$ cat src/hw/bbrs_pkg.sv
// constants and types shared by both ends of the segment link
package bbrs_pkg;
    // addressing of the segment stream
    localparam logic [31:0] BBRS_MCAST_IP   = 32'hEF003330;
    localparam logic [15:0] BBRS_PORT_BASE  = 16'h7530;
    // fixed header field values
    localparam logic [1:0]  BBRS_RTP_VER    = 2'h2;
    localparam logic [6:0]  BBRS_PT         = 7'h4E;
    localparam logic [3:0]  BBRS_CC         = 4'h0;
    localparam logic        BBRS_PAD        = 1'b0;
    // timestamp field positions
    localparam int          BBRS_SEC_W      = 22;
    localparam int          BBRS_NS_HI      = 29;
    localparam int          BBRS_NS_LO      = 20;
    // register byte offsets
    localparam logic [11:0] BBRS_OFS_CTRL   = 12'h000;
    localparam logic [11:0] BBRS_OFS_MAXPAY = 12'h004;
    localparam logic [11:0] BBRS_OFS_CHOFS  = 12'h008;
    localparam logic [11:0] BBRS_OFS_EXTHDR = 12'h00C;
    localparam logic [11:0] BBRS_OFS_STATUS = 12'h010;
    localparam logic [11:0] BBRS_OFS_ISTAT  = 12'h014;
    localparam logic [11:0] BBRS_OFS_IMASK  = 12'h018;
    // control fields and reset values
    localparam int          BBRS_CTRL_EN    = 0;
    localparam int          BBRS_CTRL_SEG   = 1;
    localparam logic [1:0]  BBRS_CTRL_RST   = 2'h3;
    localparam logic [15:0] BBRS_MAXPAY_RST = 16'h05B4;
    localparam logic [15:0] BBRS_CHOFS_RST  = 16'h0000;
    localparam logic [31:0] BBRS_EXTHDR_RST = 32'h00000000;
    localparam logic [1:0]  BBRS_IMASK_RST  = 2'h0;
    // interrupt status bits
    localparam int          BBRS_INT_SET    = 0;
    localparam int          BBRS_INT_PKT    = 1;
    // state types
    typedef enum logic [0:0] {SEG_IDLE, SEG_BODY} bbrs_seg_state_e;
    typedef enum logic [1:0] {RX_IDLE, RX_COLLECT, RX_PLAY} bbrs_rx_state_e;
endpackage

$ cat src/hw/bbrs_link_if.sv
// segment link between segmenter and consumer, one byte per beat
`timescale 1ns/1ps
interface bbrs_link_if (
    input wire logic pclk,
    input wire logic presetn
);
    logic        valid;
    logic        ready;
    logic        sop;
    logic        eop;
    logic [7:0]  data;
    logic [1:0]  ver;
    logic        pad;
    logic        ext;
    logic [3:0]  cc;
    logic        marker;
    logic [6:0]  pt;
    logic [15:0] seq;
    logic [31:0] ts;
    logic [31:0] ssrc;
    logic [31:0] ext_word;
    logic [31:0] dst_ip;
    logic [15:0] dst_port;

    modport seg (output valid, sop, eop, data, ver, pad, ext, cc, marker,
                 pt, seq, ts, ssrc, ext_word, dst_ip, dst_port,
                 input ready);
    modport rx  (input valid, sop, eop, data, ver, pad, ext, cc, marker,
                 pt, seq, ts, ssrc, ext_word, dst_ip, dst_port,
                 output ready);
endinterface

$ cat src/hw/bbrs_segmenter.sv
// baseband packet segmenter with apb control and interrupt
// Summary of operation
// [RULE_01] timestamp: sec[21:0], nsec[29:20]
// [RULE_02] multicast group, port base plus pipe; the code also adds the chofs_ff offset to the port
// [RULE_03] marker only on first packet
// [RULE_04] one timestamp per set
// [RULE_05] first ssrc holds total length
// [RULE_06] continuation ssrc is zero
// [RULE_07] collect until signalled length
// [RULE_08] gap or early marker drops set
// [RULE_09] extension bit marks signed
// [RULE_10] csrc count always zero
// [RULE_11] payload type always 78
// [RULE_12] sequence steps per packet, no padding
// [RULE_13] extension word after ssrc if signed
// [RULE_14] consumer orders by sequence; the consumer does not reorder, a packet out of sequence drops the set
// [RULE_15] split at max payload if enabled
// [RULE_16] any fragment count and size
// [RULE_17] deliver exact length, drop overrun
`timescale 1ns/1ps
module bbrs_segmenter
    import bbrs_pkg::*;
(
    // clock and reset
    input  wire logic        pclk,
    input  wire logic        presetn,
    // apb slave
    input  wire logic [11:0] paddr,
    input  wire logic        psel,
    input  wire logic        penable,
    input  wire logic        pwrite,
    input  wire logic [31:0] pwdata,
    output logic      [31:0] prdata,
    output logic             pready,
    output logic             pslverr,
    output logic             irq,
    // baseband packet input
    input  wire logic        bb_valid,
    output logic             bb_ready,
    input  wire logic [7:0]  bb_data,
    input  wire logic        bb_last,
    input  wire logic [31:0] bb_len,
    input  wire logic [5:0]  bb_pipe,
    input  wire logic [31:0] bb_sec,
    input  wire logic [31:0] bb_nsec,
    input  wire logic        bb_signed,
    // segment link
    bbrs_link_if.seg         link
);
    bbrs_seg_state_e state_ff;
    logic [1:0]      ctrl_ff;
    logic [15:0]     maxpay_ff;
    logic [15:0]     chofs_ff;
    logic [31:0]     exthdr_ff;
    logic [1:0]      istat_ff;
    logic [1:0]      imask_ff;
    logic [31:0]     prdata_ff;
    logic            slverr_ff;
    logic [15:0]     pay_cnt_ff;
    logic [15:0]     seq_ff;
    logic            out_valid_ff;
    logic            out_sop_ff;
    logic            out_eop_ff;
    logic [7:0]      out_data_ff;
    logic            marker_ff;
    logic            ext_ff;
    logic [15:0]     hseq_ff;
    logic [31:0]     ts_ff;
    logic [31:0]     ssrc_ff;
    logic [31:0]     ext_word_ff;
    logic [15:0]     port_ff;
    logic            take;
    logic            first;
    logic            pkt_start;
    logic            max_hit;
    logic            wr_acc;
    logic            ev_set;
    logic            ev_pkt;
    logic [1:0]      nxt_istat;
    logic [31:0]     rd_mux;
    logic            rd_hit;

    // apb handshake: zero wait states
    assign pready  = 1'b1;
    assign prdata  = prdata_ff;
    assign pslverr = slverr_ff;
    assign wr_acc  = psel && penable && pwrite && !slverr_ff;

    // read decode, sampled in the setup cycle
    always_comb begin
        rd_hit = 1'b1;
        rd_mux = 32'h0;
        case (paddr)
            BBRS_OFS_CTRL:   rd_mux = {30'h0, ctrl_ff};
            BBRS_OFS_MAXPAY: rd_mux = {16'h0, maxpay_ff};
            BBRS_OFS_CHOFS:  rd_mux = {16'h0, chofs_ff};
            BBRS_OFS_EXTHDR: rd_mux = exthdr_ff;
            BBRS_OFS_STATUS: rd_mux = {seq_ff, 15'h0, state_ff == SEG_BODY};
            BBRS_OFS_ISTAT:  rd_mux = {30'h0, istat_ff};
            BBRS_OFS_IMASK:  rd_mux = {30'h0, imask_ff};
            default:         rd_hit = 1'b0;
        endcase
    end

    // read data and error flag latched at setup
    always_ff @(posedge pclk or negedge presetn) begin
        if (!presetn) begin
            prdata_ff <= 32'h0;
            slverr_ff <= 1'b0;
        end else if (psel && !penable) begin
            prdata_ff <= pwrite ? 32'h0 : rd_mux;
            slverr_ff <= !rd_hit;
        end
    end

    // writable control registers
    always_ff @(posedge pclk or negedge presetn) begin
        if (!presetn) begin
            ctrl_ff   <= BBRS_CTRL_RST;
            maxpay_ff <= BBRS_MAXPAY_RST;
            chofs_ff  <= BBRS_CHOFS_RST;
            exthdr_ff <= BBRS_EXTHDR_RST;
            imask_ff  <= BBRS_IMASK_RST;
        end else if (wr_acc) begin
            case (paddr)
                BBRS_OFS_CTRL:   ctrl_ff   <= pwdata[1:0];
                BBRS_OFS_MAXPAY: maxpay_ff <= pwdata[15:0];
                BBRS_OFS_CHOFS:  chofs_ff  <= pwdata[15:0];
                BBRS_OFS_EXTHDR: exthdr_ff <= pwdata;
                BBRS_OFS_IMASK:  imask_ff  <= pwdata[1:0];
                default:         ;
            endcase
        end
    end

    // sticky events, write one to clear, set wins
    assign ev_set = take && bb_last;
    assign ev_pkt = link.valid && link.ready && link.eop;
    always_comb begin
        nxt_istat = istat_ff;
        if (wr_acc && paddr == BBRS_OFS_ISTAT) begin
            nxt_istat = istat_ff & ~pwdata[1:0];
        end
        nxt_istat[BBRS_INT_SET] = nxt_istat[BBRS_INT_SET] | ev_set;
        nxt_istat[BBRS_INT_PKT] = nxt_istat[BBRS_INT_PKT] | ev_pkt;
    end

    always_ff @(posedge pclk or negedge presetn) begin
        if (!presetn) begin
            istat_ff <= 2'h0;
        end else begin
            istat_ff <= nxt_istat;
        end
    end

    assign irq = |(istat_ff & imask_ff);

    // take input when the byte slot frees
    assign bb_ready  = ctrl_ff[BBRS_CTRL_EN]
                       && (!out_valid_ff || link.ready);
    assign take      = bb_valid && bb_ready;
    assign first     = state_ff == SEG_IDLE;
    assign pkt_start = first || pay_cnt_ff == 16'h0000;
    // packet boundary at payload limit
    assign max_hit   = ctrl_ff[BBRS_CTRL_SEG]
                       && (pay_cnt_ff + 16'h0001 >= maxpay_ff); // RULE_15

    // set state: body from first byte to last
    always_ff @(posedge pclk or negedge presetn) begin
        if (!presetn) begin
            state_ff <= SEG_IDLE;
        end else if (take) begin
            case (state_ff)
                SEG_IDLE, SEG_BODY: state_ff <= bb_last ? SEG_IDLE : SEG_BODY;
                default:  state_ff <= SEG_IDLE;
            endcase
        end
    end

    // payload byte count within the current packet
    always_ff @(posedge pclk or negedge presetn) begin
        if (!presetn) begin
            pay_cnt_ff <= 16'h0000;
        end else if (take) begin
            pay_cnt_ff <= (bb_last || max_hit) ? 16'h0000
                                               : pay_cnt_ff + 16'h0001;
        end
    end

    // sequence number, one step per packet started
    always_ff @(posedge pclk or negedge presetn) begin
        if (!presetn) begin
            seq_ff <= 16'h0000;
        end else if (take && pkt_start) begin
            seq_ff <= seq_ff + 16'h0001; // RULE_12
        end
    end

    // output byte register
    always_ff @(posedge pclk or negedge presetn) begin
        if (!presetn) begin
            out_valid_ff <= 1'b0;
            out_sop_ff   <= 1'b0;
            out_eop_ff   <= 1'b0;
            out_data_ff  <= 8'h00;
        end else if (take) begin
            out_valid_ff <= 1'b1;
            out_sop_ff   <= pkt_start;
            out_eop_ff   <= bb_last || max_hit;
            out_data_ff  <= bb_data;
        end else if (link.ready) begin
            out_valid_ff <= 1'b0;
        end
    end

    // header fields, loaded at packet start
    always_ff @(posedge pclk or negedge presetn) begin
        if (!presetn) begin
            marker_ff   <= 1'b0;
            ext_ff      <= 1'b0;
            hseq_ff     <= 16'h0;
            ts_ff       <= 32'h0;
            ssrc_ff     <= 32'h0;
            ext_word_ff <= 32'h0;
            port_ff     <= 16'h0;
        end else if (take && pkt_start) begin
            marker_ff <= first; // RULE_03
            ssrc_ff   <= first ? bb_len : 32'h0; // RULE_05 RULE_06
            hseq_ff   <= seq_ff; // RULE_12
            if (first) begin
                // set-wide fields
                ts_ff       <= {bb_sec[BBRS_SEC_W-1:0],
                                bb_nsec[BBRS_NS_HI:BBRS_NS_LO]}; // RULE_01 RULE_04
                ext_ff      <= bb_signed; // RULE_09
                ext_word_ff <= bb_signed ? exthdr_ff : 32'h0; // RULE_13
                port_ff     <= BBRS_PORT_BASE + {10'h000, bb_pipe}
                               + chofs_ff; // RULE_02
            end
        end
    end

    // link drive
    assign link.valid    = out_valid_ff;
    assign link.sop      = out_sop_ff;
    assign link.eop      = out_eop_ff;
    assign link.data     = out_data_ff;
    assign link.ver      = BBRS_RTP_VER;
    assign link.pad      = BBRS_PAD; // RULE_12
    assign link.ext      = ext_ff;
    assign link.cc       = BBRS_CC; // RULE_10
    assign link.marker   = marker_ff;
    assign link.pt       = BBRS_PT; // RULE_11
    assign link.seq      = hseq_ff;
    assign link.ts       = ts_ff;
    assign link.ssrc     = ssrc_ff;
    assign link.ext_word = ext_word_ff;
    assign link.dst_ip   = BBRS_MCAST_IP; // RULE_02
    assign link.dst_port = port_ff;
endmodule

$ cat src/flat_wrapper.sv
// flat-port wrapper written by rule: the top's interface ports become plain ports
module bbrs_segmenter_flat import bbrs_pkg::*;
  (pclk, presetn, paddr, psel, penable, pwrite, pwdata, prdata, pready, pslverr, irq, bb_valid, bb_ready, bb_data, bb_last, bb_len, bb_pipe, bb_sec, bb_nsec, bb_signed, link_valid, link_sop, link_eop, link_data, link_ver, link_pad, link_ext, link_cc, link_marker, link_pt, link_seq, link_ts, link_ssrc, link_ext_word, link_dst_ip, link_dst_port, link_ready);
  bbrs_link_if link_i (.pclk(pclk), .presetn(presetn));
  input  wire logic pclk;
  input  wire logic presetn;
  input  wire logic [11:0] paddr;
  input  wire logic psel;
  input  wire logic penable;
  input  wire logic pwrite;
  input  wire logic [31:0] pwdata;
  output logic      [31:0] prdata;
  output logic pready;
  output logic pslverr;
  output logic irq;
  input  wire logic bb_valid;
  output logic bb_ready;
  input  wire logic [7:0] bb_data;
  input  wire logic bb_last;
  input  wire logic [31:0] bb_len;
  input  wire logic [5:0] bb_pipe;
  input  wire logic [31:0] bb_sec;
  input  wire logic [31:0] bb_nsec;
  input  wire logic bb_signed;
  output wire logic [$bits(link_i.valid)-1:0] link_valid;
  output wire logic [$bits(link_i.sop)-1:0] link_sop;
  output wire logic [$bits(link_i.eop)-1:0] link_eop;
  output wire logic [$bits(link_i.data)-1:0] link_data;
  output wire logic [$bits(link_i.ver)-1:0] link_ver;
  output wire logic [$bits(link_i.pad)-1:0] link_pad;
  output wire logic [$bits(link_i.ext)-1:0] link_ext;
  output wire logic [$bits(link_i.cc)-1:0] link_cc;
  output wire logic [$bits(link_i.marker)-1:0] link_marker;
  output wire logic [$bits(link_i.pt)-1:0] link_pt;
  output wire logic [$bits(link_i.seq)-1:0] link_seq;
  output wire logic [$bits(link_i.ts)-1:0] link_ts;
  output wire logic [$bits(link_i.ssrc)-1:0] link_ssrc;
  output wire logic [$bits(link_i.ext_word)-1:0] link_ext_word;
  output wire logic [$bits(link_i.dst_ip)-1:0] link_dst_ip;
  output wire logic [$bits(link_i.dst_port)-1:0] link_dst_port;
  input wire logic [$bits(link_i.ready)-1:0] link_ready;
  assign link_valid = link_i.valid;
  assign link_sop = link_i.sop;
  assign link_eop = link_i.eop;
  assign link_data = link_i.data;
  assign link_ver = link_i.ver;
  assign link_pad = link_i.pad;
  assign link_ext = link_i.ext;
  assign link_cc = link_i.cc;
  assign link_marker = link_i.marker;
  assign link_pt = link_i.pt;
  assign link_seq = link_i.seq;
  assign link_ts = link_i.ts;
  assign link_ssrc = link_i.ssrc;
  assign link_ext_word = link_i.ext_word;
  assign link_dst_ip = link_i.dst_ip;
  assign link_dst_port = link_i.dst_port;
  assign link_i.ready = link_ready;
  bbrs_segmenter u_core (.pclk(pclk), .presetn(presetn), .paddr(paddr), .psel(psel), .penable(penable), .pwrite(pwrite), .pwdata(pwdata), .prdata(prdata), .pready(pready), .pslverr(pslverr), .irq(irq), .bb_valid(bb_valid), .bb_ready(bb_ready), .bb_data(bb_data), .bb_last(bb_last), .bb_len(bb_len), .bb_pipe(bb_pipe), .bb_sec(bb_sec), .bb_nsec(bb_nsec), .bb_signed(bb_signed), .link(link_i));
endmodule
$ cat config.mk
export PLATFORM = sky130hd
export DESIGN_NAME = bbrs_segmenter_flat
export DESIGN_NICKNAME = d
export VERILOG_FILES = /design/src/hw/bbrs_pkg.sv /design/src/hw/bbrs_link_if.sv /design/src/hw/bbrs_segmenter.sv /design/src/flat_wrapper.sv
export SDC_FILE = /design/constraint.sdc
export NUM_CORES = 1
export LEC_CHECK = 0
export BUFFER_PORTS_ARGS = -buffer_cell sky130_fd_sc_hd__buf_2
export CAP_MARGIN = 20
export CORE_UTILIZATION = 46
export DETAILED_ROUTE_END_ITERATION = 16
export GPL_TIMING_DRIVEN = 0
export PLACE_DENSITY = 0.83
export REMOVE_ABC_BUFFERS = 1
export SLEW_MARGIN = 20
export SYNTH_ARGS = -nofsm -noshare
export SYNTH_HDL_FRONTEND = slang
export SYNTH_SLANG_ARGS = --single-unit
$ cat constraint.sdc
create_clock -name pclk -period 3.24 [get_ports pclk]
set_clock_uncertainty 0.1 [all_clocks]
set_input_delay 0.324 -clock pclk [delete_from_list [all_inputs] [get_ports pclk]]
set_output_delay 0.324 -clock pclk [all_outputs]
set_load 0.005 [all_outputs]
-- Word-level counts from Yosys, hierarchy flattened
Index checks and enable logic that the tools add are counted.
- flip-flop bits (word level): 277
- latch bits: 0
- bits in writable memories: 0
- ROM bits: 0
- memories: 0
- $add $sub $neg: 4
- $mul: 0
- div/mod/pow operators: 0
- magnitude comparators: 1
- equality and inequality tests: 6
- shift operators: 0
- muxes and demuxes: 10
- bitwise operators: 6
- reduce and logical (&&, ||, !) cells: 30
- operators with widths (operator ; count):
    $pmux 32 s7 ; 1
    $mux 32 ; 3
    $eq 12x5->1 const B ; 3
    $add 16x1->16 const B ; 2
    $eq 12x4->1 const B ; 2
    $add 15x6->16 const A ; 1
    $add 16x16->16 ; 1
    $ge 16x16->1 ; 1
    $logic_not 16->1 ; 1
    $mux 16 ; 1
    $eq 12x3->1 const B ; 1
    $logic_and 1x1->1 ; 12
    $logic_not 12->1 ; 1
    $reduce_and 2->1 ; 6
    $reduce_or 7->1 ; 1
    $and 2x2->2 ; 2
    $logic_not 1->1 ; 4
    $mux 1 ; 4
    $logic_or 1x1->1 ; 3
    $mux 2 ; 1
    $not 2->2 ; 1
    $or 1x1->1 ; 2
    $reduce_bool 2->1 ; 1
    $reduce_or 2->1 ; 1
    $not 1->1 ; 1

-- Logic depth before layout (Yosys ltp)
Gate-level depths: netlist of the first run.
- depth after elaboration: 6
- gate-level depth with buffers: 13

-- Worst setup path before layout of the first run
No wires, ideal clock.
- kind: register to register
- start: register u_core.pay_cnt_ff[2]
- end: register u_core.pay_cnt_ff[10]
- arrival time: 3.320 ns
- slack: -0.247 ns
- cell stages (with the launch flop): 14
- path buffers: 2
- cells stage by stage: dfrtp_1 -> clkbuf_1 -> and3_1 -> nand3_1 -> nor2_1 -> and2_1 -> xor2_1 -> ha_1 -> a211o_1 -> o211ai_1 -> nand3_1 -> o31ai_1 -> clkbuf_1 -> a22o_1
- word-level cells in the longest chain between the ends: 5
- ends and longest elaborated chain (what ; line ; source):
    from (decl) ; bbrs_segmenter.sv:59 ; logic [15:0] pay_cnt_ff;
    from (signal assigned) ; bbrs_segmenter.sv:185 ; pay_cnt_ff <= (bb_last || max_hit) ? 16'h0000
    $add 16x1->16 (*) ; bbrs_segmenter.sv:166, bbrs_segmenter.sv:186 ;
    $ge 16x16->1 ; bbrs_segmenter.sv:166 ; && (pay_cnt_ff + 16'h0001 >= maxpay_ff);
    $logic_and 1x1->1 ; bbrs_segmenter.sv:166 ;
    $logic_or 1x1->1 ; bbrs_segmenter.sv:185 ;
    $mux 16 (*) ; bbrs_segmenter.sv:185 ;
Every way passes the cells marked *; elsewhere a longest branch is shown, timed or not.
A chain may end at the register's enable or synchronous reset.

-- Worst setup path in the final report of the first run
- start: register u_core.pay_cnt_ff[4]
- end: register u_core.pay_cnt_ff[13]
The elaborated chain is that of the path after synthesis.

==> results of run 1 <==
[routing by layer]
| metal | global-route usage, % | vias to the layer above |
|---|---|---|
| met1 | 28.7 | 5288 |
| met5 | 0 | - |
| li1 | - | 4900 |
| met4 | 15.0 | 2 |
| met3 | 4.94 | 130 |
| met2 | 44.5 | 478 |
[worst min-delay path by stage]
| stage | slack [ns] | to | from |
|---|---|---|---|
| floorplan | -0.07 | u_core.chofs_ff[0] | presetn |
| global placement | 0.35 | u_core.link.ext_word[10] | u_core.link.ext_word[10] |
| detailed placement | 0.29 | u_core.exthdr_ff[4] | presetn |
| CTS | 0.005 | u_core.chofs_ff[0] | pwdata[0] |
| global route | 0.02 | u_core.exthdr_ff[1] | pwdata[1] |
| finish | 0.03 | u_core.chofs_ff[0] | pwdata[0] |
[flip-flops by register name (all words and copies together), names as in the netlist, 16 cells and up]
signal                cells
u_core.seq_ff            16
u_core.prdata            32
u_core.link.dst_port     16
u_core.link.ext_word     32
u_core.maxpay_ff         16
u_core.pay_cnt_ff        16
u_core.exthdr_ff         32
u_core.chofs_ff          16
u_core.link.ssrc         32
u_core.link.ts           32
u_core.link.seq          16
[cell type report]
| type | instances | area, µm² |
|---|---|---|
| antenna | 4 | 10.0 |
| multi-input combinational | 854 | 5330 |
| clock inverter | 16 | 96.3 |
| sequential | 277 | 6950 |
| clock buffer | 39 | 856 |
| fill | 2011 | 10300 |
| tap | 341 | 427 |
| timing repair buffer | 433 | 2930 |
| inverter | 33 | 124 |
[through the flow]
stage               instance area [µm²]  hold slack, ns
global placement                  14200           0.347
global route                      16700          0.0188
CTS                               16600         0.00509
detailed placement                14500           0.288
floorplan                         12300         -0.0716
finish                            16700          0.0296
[synthesized netlist by cell type, types with 5 or more instances]
cell type	count	area (µm²)
sky130_fd_sc_hd__and3_1	9	56.3
sky130_fd_sc_hd__o31ai_1	7	52.6
sky130_fd_sc_hd__nand2b_1	8	50.1
sky130_fd_sc_hd__clkbuf_1	55	206
sky130_fd_sc_hd__nor2_1	17	63.8
sky130_fd_sc_hd__dfrtp_1	269	6730
sky130_fd_sc_hd__mux2_2	65	732
sky130_fd_sc_hd__xor2_1	14	123
sky130_fd_sc_hd__nand3_1	48	240
sky130_fd_sc_hd__nand4_1	11	68.8
sky130_fd_sc_hd__a211oi_1	5	37.5
sky130_fd_sc_hd__a22o_1	45	394
sky130_fd_sc_hd__mux2_1	10	113
sky130_fd_sc_hd__o21ai_1	5	25.0
sky130_fd_sc_hd__ha_1	38	475
sky130_fd_sc_hd__a21oi_1	24	120
sky130_fd_sc_hd__xnor2_1	27	236
sky130_fd_sc_hd__nand2_1	322	1210
sky130_fd_sc_hd__a22oi_1	31	233
sky130_fd_sc_hd__buf_4	50	375
sky130_fd_sc_hd__a21o_1	5	37.5
sky130_fd_sc_hd__nor2b_1	5	31.3
sky130_fd_sc_hd__inv_1	33	124
sky130_fd_sc_hd__o21ai_0	54	270
sky130_fd_sc_hd__o21a_1	7	52.6
sky130_fd_sc_hd__dfstp_2	8	210
[what timing repair did]
| action | CTS | global route |
|---|---|---|
| pin swaps | 3 | 7 |
| hold buffers | 106 | 0 |
| gates resized for setup | 8 | 14 |
| setup endpoints to repair | 39 | 17 |
| setup buffers | 2 | 8 |
| endpoints found under the hold margin | 215 | 0 |
[cell families (layout without fill, tap and decap cells)]
logic type                 Yosys count  after routing
and+or+nand+nor                    452            452
DFF                                277            277
AOI/OAI and AO/OA                  197            197
buffers and inverters              145            521
xor gates and xnor gates            41             41
other                                2             51
muxes                               78             78
adders and majority gates           39             39
[worst register-to-register path: stages, from the launching register on]
cell and delay [ns]:
sky130_fd_sc_hd__dfrtp_1 0.40, sky130_fd_sc_hd__and3_4 0.24, sky130_fd_sc_hd__nand3_4 0.11, sky130_fd_sc_hd__nor2_4 0.15
sky130_fd_sc_hd__and2_4 0.18, sky130_fd_sc_hd__xor2_2 0.14, sky130_fd_sc_hd__ha_1 0.26, sky130_fd_sc_hd__a211o_1 0.33
sky130_fd_sc_hd__o211ai_1 0.11, sky130_fd_sc_hd__buf_4 0.16, sky130_fd_sc_hd__nand3_2 0.13, sky130_fd_sc_hd__o31a_1 0.42
sky130_fd_sc_hd__o21a_1 0.19, sky130_fd_sc_hd__a21oi_1 0.14
[where the power goes]
group,leakage (nW),total [mW],internal [mW],switching [mW]
clock,0.477,3.25,1.86,1.39
sequential,3.83,3.47,3.47,0.00643
combinational,4.71,0.381,0.179,0.201
==> flow_results.org, run 1 <==
** Setup path
- At the worst endpoint, the required time is 3.60 ns.
- In this run the critical register-to-register path is captured at u_core.pay_cnt_ff[13].
- For this run, the slowest stage of the critical path takes 0.42 ns.
- The largest individual stage delay along the critical path comes from the cell sky130_fd_sc_hd__o31a_1.
- Measured in cells, the most critical reg-to-reg path has a length of 13.
- The critical path goes through and3_4, nand3_4, nor2_4, and2_4, xor2_2, ha_1, a211o_1, o211ai_1, buf_4, nand3_2, o31a_1, o21a_1, a21oi_1.
- Critical path destination :: u_core.pay_cnt_ff[13]
- Endpoint type of the worst setup path :: flop
- STA classifies the critical path startpoint as a flop.
- Of all nets on the critical path, the largest fanout is 4.
- Buffers & Inverters on Critical Path :: 1
- The critical path crosses 13 cells after its start point.
- Kind of critical path :: reg -> reg
- Arrival time at the worst endpoint :: 3.49 ns
- The setup check on the worst reg-to-reg path leaves a slack of 0.11 ns.
- On the critical path the largest part of the delay comes from compound AO/OA/AOI/OAI gates.
- Worst r2r src :: u_core.pay_cnt_ff[4]
- Origin of the worst setup path :: u_core.pay_cnt_ff[4]

** Synth
- Sequential share of the synthesized area :: 54.5%
- Of the total synthesized cell area, the portion taken by full adders, half adders and majority gates is 3.89%.
- Post-synth ARST share :: 100%
- Share of the synthesized area in compound gates (AO/OA/AOI/OAI) :: 10.5%
- Xor/xnor share of the synthesized area :: 2.82%
- During synthesis, Yosys emitted a total of 0 warnings.
- Measured against the total synthesized area, the mux share comes to 6.87%.
- The synthesized netlist devotes 15.4% of its cell area to simple gates.
- Each instance of the synthesized netlist takes up on average 10.3 µm².
- In this run, synthesis inferred 0 flip-flops with an integrated enable.
- Combined area of all synthesized cells :: 12,700 µm²
- In the synthesized netlist the dominant register cell turns out to be sky130_fd_sc_hd__dfrtp_1.
- Library cells used by synthesis :: 60
- Main combinational cell family by area after synthesis :: simple AND/OR/NAND/NOR gates
- The cell count after synthesis came out at 1,231.
- After synthesis the netlist holds a flip-flop and latch count of 277.

** Clock network
- After clock tree synthesis, the clock-pin slew on the worst setup and hold paths is 0.06 ns.
- CTS built an H-tree with a depth of 1.
- CTS root buffer :: sky130_fd_sc_hd__clkbuf_16
- TritonCTS Sinks :: 277
- Insertion delay of the later-clocked pin in the worst-skew pair :: 0.54 ns
- CTS tree :: built
- Number of buffers on the longest clock path :: 3
- Number of CTS-inserted buffers :: 30

** Global routing
- The total overflow left after global routing is 0.
- Across every metal layer, demand over resource in global routing totals 25.4%.
- Vias in the first global route :: 11,100
- The initial antenna violation count is 5.
- The first global-routing pass estimated 57.4 mm of wire.
- Entering global routing, the biggest net connects 101 pins.

** Die
- Number of ports placed on the die boundary :: 386
- Die span in y :: 168 µm
- Number of rows in the core area :: 60
- Starting utilization of the core area :: 47.1%
- Area of the core :: 27,000 µm²
- The floorplan step defined a die boundary enclosing 28,300 µm².
- The die is 168 µm wide.

** Finish
- Most used cells in the layout excluding fill and tap cells :: 322 x sky130_fd_sc_hd__nand2_1, 305 x sky130_fd_sc_hd__buf_2, 263 x sky130_fd_sc_hd__dfrtp_1, 106 x sky130_fd_sc_hd__dlygate4sd3_1, 65 x sky130_fd_sc_hd__mux2_2
- Number of nets in the layout :: 1,831
- Area growth from synthesis to final layout :: 31.3%
- Number of standard cells in the layout, taps in and fillers out :: 1,997
- The post-route netlist has 29.4% of its cells at a drive strength greater than 1.
- At the end of the flow the core is filled with cells to 61.8%.
- Leaving out fill and tap cells, the most frequent cell in the layout is sky130_fd_sc_hd__nand2_1.

** Placed design
- After detailed placement, the design holds a cell count of 1,822.
- Summed over all nets, the half-perimeter wirelength after detailed placement is 23.6 mm.
- Placer congestion estimate :: 0.879
- Prior to clock tree synthesis, the placed netlist has a worst setup slack of -0.700 ns.
- Number of port buffers :: 306

** STA
- For the pin with the worst max-slew slack, the measured transition is 1.03 ns.
- Setup violations remaining at the end of the flow were counted as 0.
- The worst path in the final design needs a cycle of 3.13 ns, including I/O delays and setup.
- The count of pins over their slew limit was 0.
- Setup TNS :: 0 ns
- Achievable Freq :: 320 MHz
- In the post-route analysis, the smallest setup slack over all paths is 0.114 ns.
- The count of endpoints failing hold in the final timing report came to 0.
- Worst slew slack as a fraction of its limit :: 31.4%
- After layout, the worst path uses 96.5% of the clock period.

** Power
- VDD sags by at most 0.384 mV.
- Summing internal, switching and leakage power gives 7.10 mW.
- In this run the power density over the cells is 425 nW/µm².
- Leakage power :: 9.01 nW

** Status
- Outcome :: completed

** Routing
- Average wire per standard cell :: 18.3 µm
- Number of nets with antenna violations after detailed routing :: 0
- Dividing the detail-routed via count by the number of cells gives 5.41.
- After detailed routing, the number of remaining DRC violations is 0.
- Top Metal Used :: met5
- Routed length on met1 :: 13.9 mm
- First-pass DRT Iterations :: 5
- Across all layers, the routed design uses 10,800 vias.
- In the detailed route, the total length drawn on met2 is 18.2 mm.
- The first routing iteration left 764 violations.
- The routed design has 36.5 mm of wire.
- Met3 wire len :: 2.39 mm

** Min path
- Path type of the worst min-delay path :: in -> reg
- Number of instances on the worst hold path :: 2

** Flow run
- Max-capacitance violation count :: 0
Note: power is estimated with default switching activity, not from simulation.
==> run 2: changes to the inputs <==
CORE_UTILIZATION = 40   (was 46)
PLACE_DENSITY = 0.74   (was 0.83)
==> flow_results.org, run 2 (same netlist as run 1, synthesis figures left out) <==
** Status
- The run finished with clean final reports.

** Setup path
- Kind of critical path :: in -> reg
- Cell with the biggest individual delay on the critical path :: sky130_fd_sc_hd__or4_4
- CP startpoint kind :: primary input
- The signal on the critical path passes through buf_2, or4_4, nor4_4, nor2b_2, and3_2, and2b_2, buf_12, mux2_1.
- Delay of the slowest cell on the worst path :: 0.54 ns (+0.12 ns)
- Endpoint type of the worst setup path :: flop
- The buffers plus inverters on the worst setup path came to 2 (+1).
- Depth of the worst register-to-register path :: 13 (unchanged)
- Worst r2r src :: u_core.pay_cnt_ff[4]
- Crit Reg-Reg Endpoint :: u_core.pay_cnt_ff[8]
- The minimum setup slack among reg-to-reg paths was 0.15 ns (+0.04 ns).
- The signal arrival time at the worst endpoint came to 3.43 ns (-0.06 ns).
- On the critical path the largest part of the delay comes from simple AND/OR/NAND/NOR gates.
- Critical path data required time :: 3.56 ns (-0.04 ns)
- The maximum fanout along the worst path was 20 (+16).

** Finish
- The area growth from synthesis to layout is 32.3%.
- Commonest non-fill, non-tap cell in the layout :: sky130_fd_sc_hd__nand2_1
- Most used cells in the layout excluding fill and tap cells :: 322 x sky130_fd_sc_hd__nand2_1, 305 x sky130_fd_sc_hd__buf_2, 265 x sky130_fd_sc_hd__dfrtp_1, 109 x sky130_fd_sc_hd__dlygate4sd3_1, 65 x sky130_fd_sc_hd__mux2_2
- The final net count came to 1,831 (unchanged).
- Share of cells above drive strength 1 :: 28.7% (-0.67 points)
- The number of inserted filler cells in the final layout came to 2,607 (+30%).
- Final cell area excluding filler cells :: 16,800 µm² (+0.81%)
- The number of antenna cells inserted is 0 (-4).

** STA
- Setup TNS :: 0 ns (unchanged)
- The count of endpoints failing hold in the final timing report came to 0 (unchanged).
- Number of pins with negative max-slew slack in the final report :: 0 (unchanged)
- The post-route fraction of the period consumed by the critical path came to 96.0% (-0.49 points).
- The total setup violations reported at the end of the flow is 0 (unchanged).
- RSZ-0062 raised after global routing :: yes
- Worst-Margin Slew :: 0.980 ns (-0.0462 ns)
- The post-layout minimum cycle time was 3.11 ns (-0.0158 ns).
- Post-layout worst setup margin :: 0.130 ns (+0.0158 ns)
- The tightest slew margin relative to the limit is 34.4% (+3.1 points).
- Post-route worst hold slack :: 0.0396 ns (+0.00996 ns)
- Achievable Freq :: 322 MHz (+0.51%)

** Clock network
- Clock tree synthesis selected as its root buffer the cell sky130_fd_sc_hd__clkbuf_16.
- The CTS sink count came to 277 (unchanged).
- Insertion delay of the later-clocked pin in the worst-skew pair :: 0.56 ns (+0.02 ns)
- Depth of the CTS H-tree :: 1 (unchanged)
- The maximum clock path buffer count was 3 (unchanged).
- TritonCTS built the clock tree.
- The total CTS buffers was 30 (unchanged).
- Clock slew at reported path FFs :: 0.06 ns (about the same)

** Global routing
- The total overflow reported by the global router came to 0 (unchanged).
- The via count of the first global-routing pass is 10,600 (-3.9%).
- The initial antenna violation count was 1 (-4).
- GRT Total Usage :: 21.6% (-3.8 points)
- First-pass GRT wire length :: 56.6 mm (-1.5%)
- Pin count of the biggest net entering global routing :: 97 (-4.0%)

** Placed design
- Placer congestion estimate :: 0.859 (-2.3%)
- Number of port buffers :: 306 (unchanged)
- Detailed placer's ending HPWL :: 23.6 mm (-0.21%)
- The setup slack after placement is -0.774 ns (-0.0743 ns).
- Placed Instance Area :: 14,600 µm² (+0.73%)

** Die
- The core area is 31,000 µm² (+15%).
- Die span in y :: 180 µm (+7.2%)
- Number of ports placed on the die boundary :: 386 (unchanged)
- Overall die width :: 180 µm (+7.2%)
- Number of rows in the core area :: 64 (+6.7%)
- The effective utilization at floorplan was 41.1% (-6.0 points).
- DIE AREA :: 32,500 µm² (+15%)

** Min path
- Number of instances on the worst hold path :: 4 (+2)
- Worst Hold Endpoint :: u_core.prdata[1]
- Path type of the worst min-delay path :: in -> reg
- Startpoint of the worst hold path :: paddr[11]

** Routing
- The via density per instance is 5.07 (-6.2%).
- Number of nets with antenna violations after detailed routing :: 0 (unchanged)
- Average wire per standard cell :: 17.3 µm (-5.3%)
- The detailed-routing iteration count for the pre-antenna-repair pass came to 5 (unchanged).
- The number of DRC markers after the initial detailed-route iteration was 613 (-20%).
- The post-detailed-routing wire length came to 35.4 mm (-2.8%).
- Via count of the routed design :: 10,400 (-3.8%)
- The number of remaining DRC errors was 0 (unchanged).

** Power
- The static leakage came to 9.05 nW (+0.45%).
- Maximum ir drop on the vdd rail :: 0.370 mV (-3.4%)
- PwrDens :: 440 nW/µm² (+3.5%)

** Flow run
- Max-capacitance violation count :: 0 (unchanged)
run 2: worst min-delay path: stages:
cell	delay, ns
sky130_fd_sc_hd__buf_2	0.10
sky130_fd_sc_hd__nor4_4	0.07
sky130_fd_sc_hd__nand3_1	0.08
sky130_fd_sc_hd__a31oi_1	0.08
run 2: power breakdown:
group / switching [mW] / leakage (nW) / internal, mW
Sequential: 0.00638 / 3.83 / 3.47
Clock: 1.39 / 0.511 / 2.15
Combinational: 0.203 / 4.71 / 0.187
Total: 1.60 / 9.05 / 5.81
run 2: timing repair:
item                                   in CTS  in global routing
setup buffers                               4                  2
hold buffers                              109                  0
pin swaps                                   2                  1
endpoints found under the hold margin     247                  0
gates resized for setup                     7                 10
setup endpoints to repair                  37                 36
run 2: layout make-up:
cell class	instances	area, µm²	share of cell area (%)
Clock buffer	42	857	5.09
Clock inverter	13	169	1.00
Inverter	33	124	0.735
Multi-Input combinational cell	854	5300	31.5
Sequential cell	277	6950	41.2
Tap cell	396	495	2.94
Timing Repair Buffer	433	2950	17.5
run 2: per-layer routing:
| metal | GRT usage (%) | wire [µm] |
|---|---|---|
| met5 | 0 | 13 |
| met4 | 8.48 | 1320 |
| met3 | 3.74 | 2030 |
| met2 | 37.7 | 17600 |
| met1 | 26.5 | 14500 |
run 2: worst max-delay path by stage:
stage,start,to,depth (start not counted)
2_1_floorplan,u_core.ctrl_ff[0],u_core.link.ssrc[0],3
3_3_place_gp,link_ready,u_core.link.ts[24],6
3_5_place_dp,paddr[7],u_core.exthdr_ff[31],8
4_1_cts,u_core.pay_cnt_ff[2],u_core.pay_cnt_ff[8],12
5_1_grt,u_core.pay_cnt_ff[5],u_core.pay_cnt_ff[9],12
6_report,paddr[7],u_core.exthdr_ff[28],8
run 2: through the flow:
| step | util, % | total power [mW] | instances |
|---|---|---|---|
| floorplan | - | 3.59 | 1164 |
| global placement | 46.1 | 3.79 | 1866 |
| detailed placement | 47.2 | 3.82 | 1878 |
| CTS | 54.2 | 7.49 | 2046 |
| global route | 54.4 | 7.67 | 2048 |
| finish | 54.4 | 7.41 | 2048 |
==> run 3: changes to the inputs <==
clock period = 2.65 ns   (was 3.24 ns; I/O delays follow)
==> flow_results.org, run 3 (same netlist as run 1, synthesis figures left out) <==
** Global routing
- The largest net degree at the start of global routing was 97 (unchanged).
- The via count of the first global-routing pass was 11,000 (+3.0%).
- The total overflow reported by the global router is 0 (unchanged).
- The first-pass GRT wire length came to 58.0 mm (+2.6%).
- The initial antenna violation count came to 1 (unchanged).
- GRT Total Usage :: 22.1% (+0.53 points)

** Setup path
- Kind of critical path :: reg -> reg
- The required time of the critical path was 3.03 ns (-0.53 ns).
- Top fanout value on the critical path :: 4 (-80%)
- The worst setup path is captured at a flop.
- STA classifies the critical path startpoint as a flop.
- Arrival time at the worst endpoint :: 3.33 ns (-0.10 ns)

** Finish
- The area growth from synthesis to layout is 36.1%.
- Share of cells above drive strength 1 :: 31.8% (+3.1 points)
- Leaving out fill and tap cells, the most frequent cell in the layout is sky130_fd_sc_hd__nand2_1.
- Antenna Diode Count :: 0 (unchanged)
- Number of standard cells in the layout, taps in and fillers out :: 2,084 (+1.8%)
- Number of nets in the layout :: 1,867 (+2.0%)
- Most used cells in the layout excluding fill and tap cells :: 321 x sky130_fd_sc_hd__nand2_1, 305 x sky130_fd_sc_hd__buf_2, 262 x sky130_fd_sc_hd__dfrtp_1, 110 x sky130_fd_sc_hd__dlygate4sd3_1, 65 x sky130_fd_sc_hd__mux2_2
- The final standard cell area without fillers was 17,300 µm² (+2.8%).

** STA
- Achievable Freq :: 338 MHz
- Period utilization :: 112%
- The smallest clock period supported by the final layout is computed as 2.96 ns.
- Worst slew slack as a fraction of its limit :: 34.0% (-0.44 points)
- The pin slew with the least headroom to its limit is 0.987 ns (+0.00655 ns).
- Post-layout worst setup margin :: -0.308 ns (-0.438 ns)
- The worst hold margin was 0.0757 ns (+0.0361 ns).
- Final setup fails :: 18 (+18)
- Number of pins with negative max-slew slack in the final report :: 0 (unchanged)
- Setup repair after global routing could not meet its margin everywhere.
- The count of endpoints failing hold in the final timing report is 0 (unchanged).

** Placed design
- Placer congestion estimate :: 0.859 (unchanged)
- The total half-perimeter wirelength after legalization and detailed placement is 23.6 mm (unchanged).
- The number of cells after detailed placement came to 1,878 (unchanged).
- Pre-CTS setup slack :: -1.30 ns (-0.531 ns)
- Placed Instance Area :: 14,600 µm² (unchanged)
- The count of port buffers added during placement is 306 (unchanged).

** Routing
- Via density :: 5.10 (+0.53%)
- Number of nets with antenna violations after detailed routing :: 0 (unchanged)
- The final routed wire length divided by cell count is 17.5 µm (+1.4%).
- Detailed-route wire length :: 36.6 mm (+3.2%)
- Drt first-iter violations :: 593 (-3.3%)
- The detailed-routing iteration count for the pre-antenna-repair pass is 5 (unchanged).
- The number of remaining DRC errors was 0 (unchanged).
- The total number of vias came to 10,600 (+2.3%).

** Power
- The largest voltage drop on the vdd net was 0.453 mV (+22%).
- The static leakage came to 9.26 nW (+2.3%).
- PwrDens :: 523 nW/µm² (+19%)

** Min path
- The tightest min-delay check is of the in -> reg type.

** Clock network
- Clock slew at reported path FFs :: 0.06 ns (about the same)
- The clock latency reported for the late side of the worst-skew pair was 0.55 ns (about the same).
- The CTS sink count is 277 (unchanged).
- Number of CTS-inserted buffers :: 30 (unchanged)
- The H-tree depth came to 1 (unchanged).
- The maximum clock path buffer count is 3 (unchanged).
- TritonCTS built the clock tree.
- In this run the clock root is driven by a sky130_fd_sc_hd__clkbuf_16.

** Die
- The overall die height is 180 µm (unchanged).
- The number of I/O pins is 386 (unchanged).
- Starting utilization of the core area :: 41.1% (unchanged)
- The row count was 64 (unchanged).
- Area of the core :: 31,000 µm² (unchanged)
- DIE AREA :: 32,500 µm² (unchanged)
- The horizontal extent of the die was 180 µm (unchanged).

** Status
- Violated checks :: setup timing
- Outcome :: finished, violations left

** Flow run
- Max-capacitance violation count :: 0 (unchanged)
==> run 3: changes by cell type in the layout (fill, tap and decap cells not counted), sizes merged <==
cell / delta
buf: +35
dlygate4sd3: +1
==> run 3: per-stage QoR <==
step | utilization (%) | total power [mW] | setup TNS [ns]
floorplan | - | 4.39 | -258.20
global placement | 46.1 | 4.64 | -1731.10
detailed placement | 47.2 | 4.67 | -93.29
CTS | 55.4 | 9.16 | -2.10
global route | 55.9 | 9.39 | -5.58
finish | 55.9 | 9.06 | -3.17
==> run 3: what timing repair did <==
| action | 4_1_cts | 5_1_grt |
|---|---|---|
| hold buffers | 110 | 0 |
| pin swaps | 23 | 16 |
| setup endpoints to repair | 96 | 73 |
| buffers inserted | 28 | 13 |
| hold endpoints to repair | 334 | 0 |
| resized for setup | 46 | 17 |
==> run 3: per-layer routing <==
metal	GRT usage (%)	vias to the layer above	share of wire, %
li1	-	4974	-
met2	38.8	376	50
met4	9.30	2	4.0
met1	26.7	5194	40
met5	0	-	0.036
met3	3.82	84	5.7
==> run 3: final timing paths <==
kind	start	end	slack, ns	cells past startpoint
worst max-delay path	u_core.pay_cnt_ff[3]	u_core.pay_cnt_ff[9]	-0.31	12
worst min-delay path	paddr[4]	u_core.prdata[1]	0.08	4
worst max register to register	u_core.pay_cnt_ff[3]	u_core.pay_cnt_ff[9]	-0.31	12
worst min register to register	u_core.link.ext_word[4]	u_core.link.ext_word[4]	0.36	2
max in group asynchronous	presetn	u_core.ctrl_ff[0]	1.22	4
min in group asynchronous	presetn	u_core.link.ssrc[30]	0.13	2
==> run 3: layout make-up <==
cell class,instances,area [µm²]
inverters,33,124
fillers,2536,13700
multi-input cells,854,5480
flip-flops and latches,277,6950
clock buffers,42,857
well taps,396,495
repair buffers,469,3250
clock inverters,13,169
==> run 3: worst max-delay path, stage by stage, from the launching register on <==
cell	delay, ns
sky130_fd_sc_hd__dfrtp_1	0.35
sky130_fd_sc_hd__and3_4	0.22
sky130_fd_sc_hd__nand3_4	0.08
sky130_fd_sc_hd__nor2_4	0.16
sky130_fd_sc_hd__and2_4	0.18
sky130_fd_sc_hd__xor2_2	0.16
sky130_fd_sc_hd__ha_1	0.26
sky130_fd_sc_hd__a211o_1	0.26
sky130_fd_sc_hd__o211ai_1	0.17
sky130_fd_sc_hd__nand3_2	0.18
sky130_fd_sc_hd__o31a_1	0.39
sky130_fd_sc_hd__o21a_1	0.23
sky130_fd_sc_hd__a21oi_2	0.13
==> run 3: power by group <==
group | leakage, nW | switching [mW] | total (mW) | internal [mW]
Clock | 0.511 | 1.69 | 4.33 | 2.63
Sequential | 3.82 | 0.00805 | 4.25 | 4.24
Combinational | 4.92 | 0.252 | 0.483 | 0.231
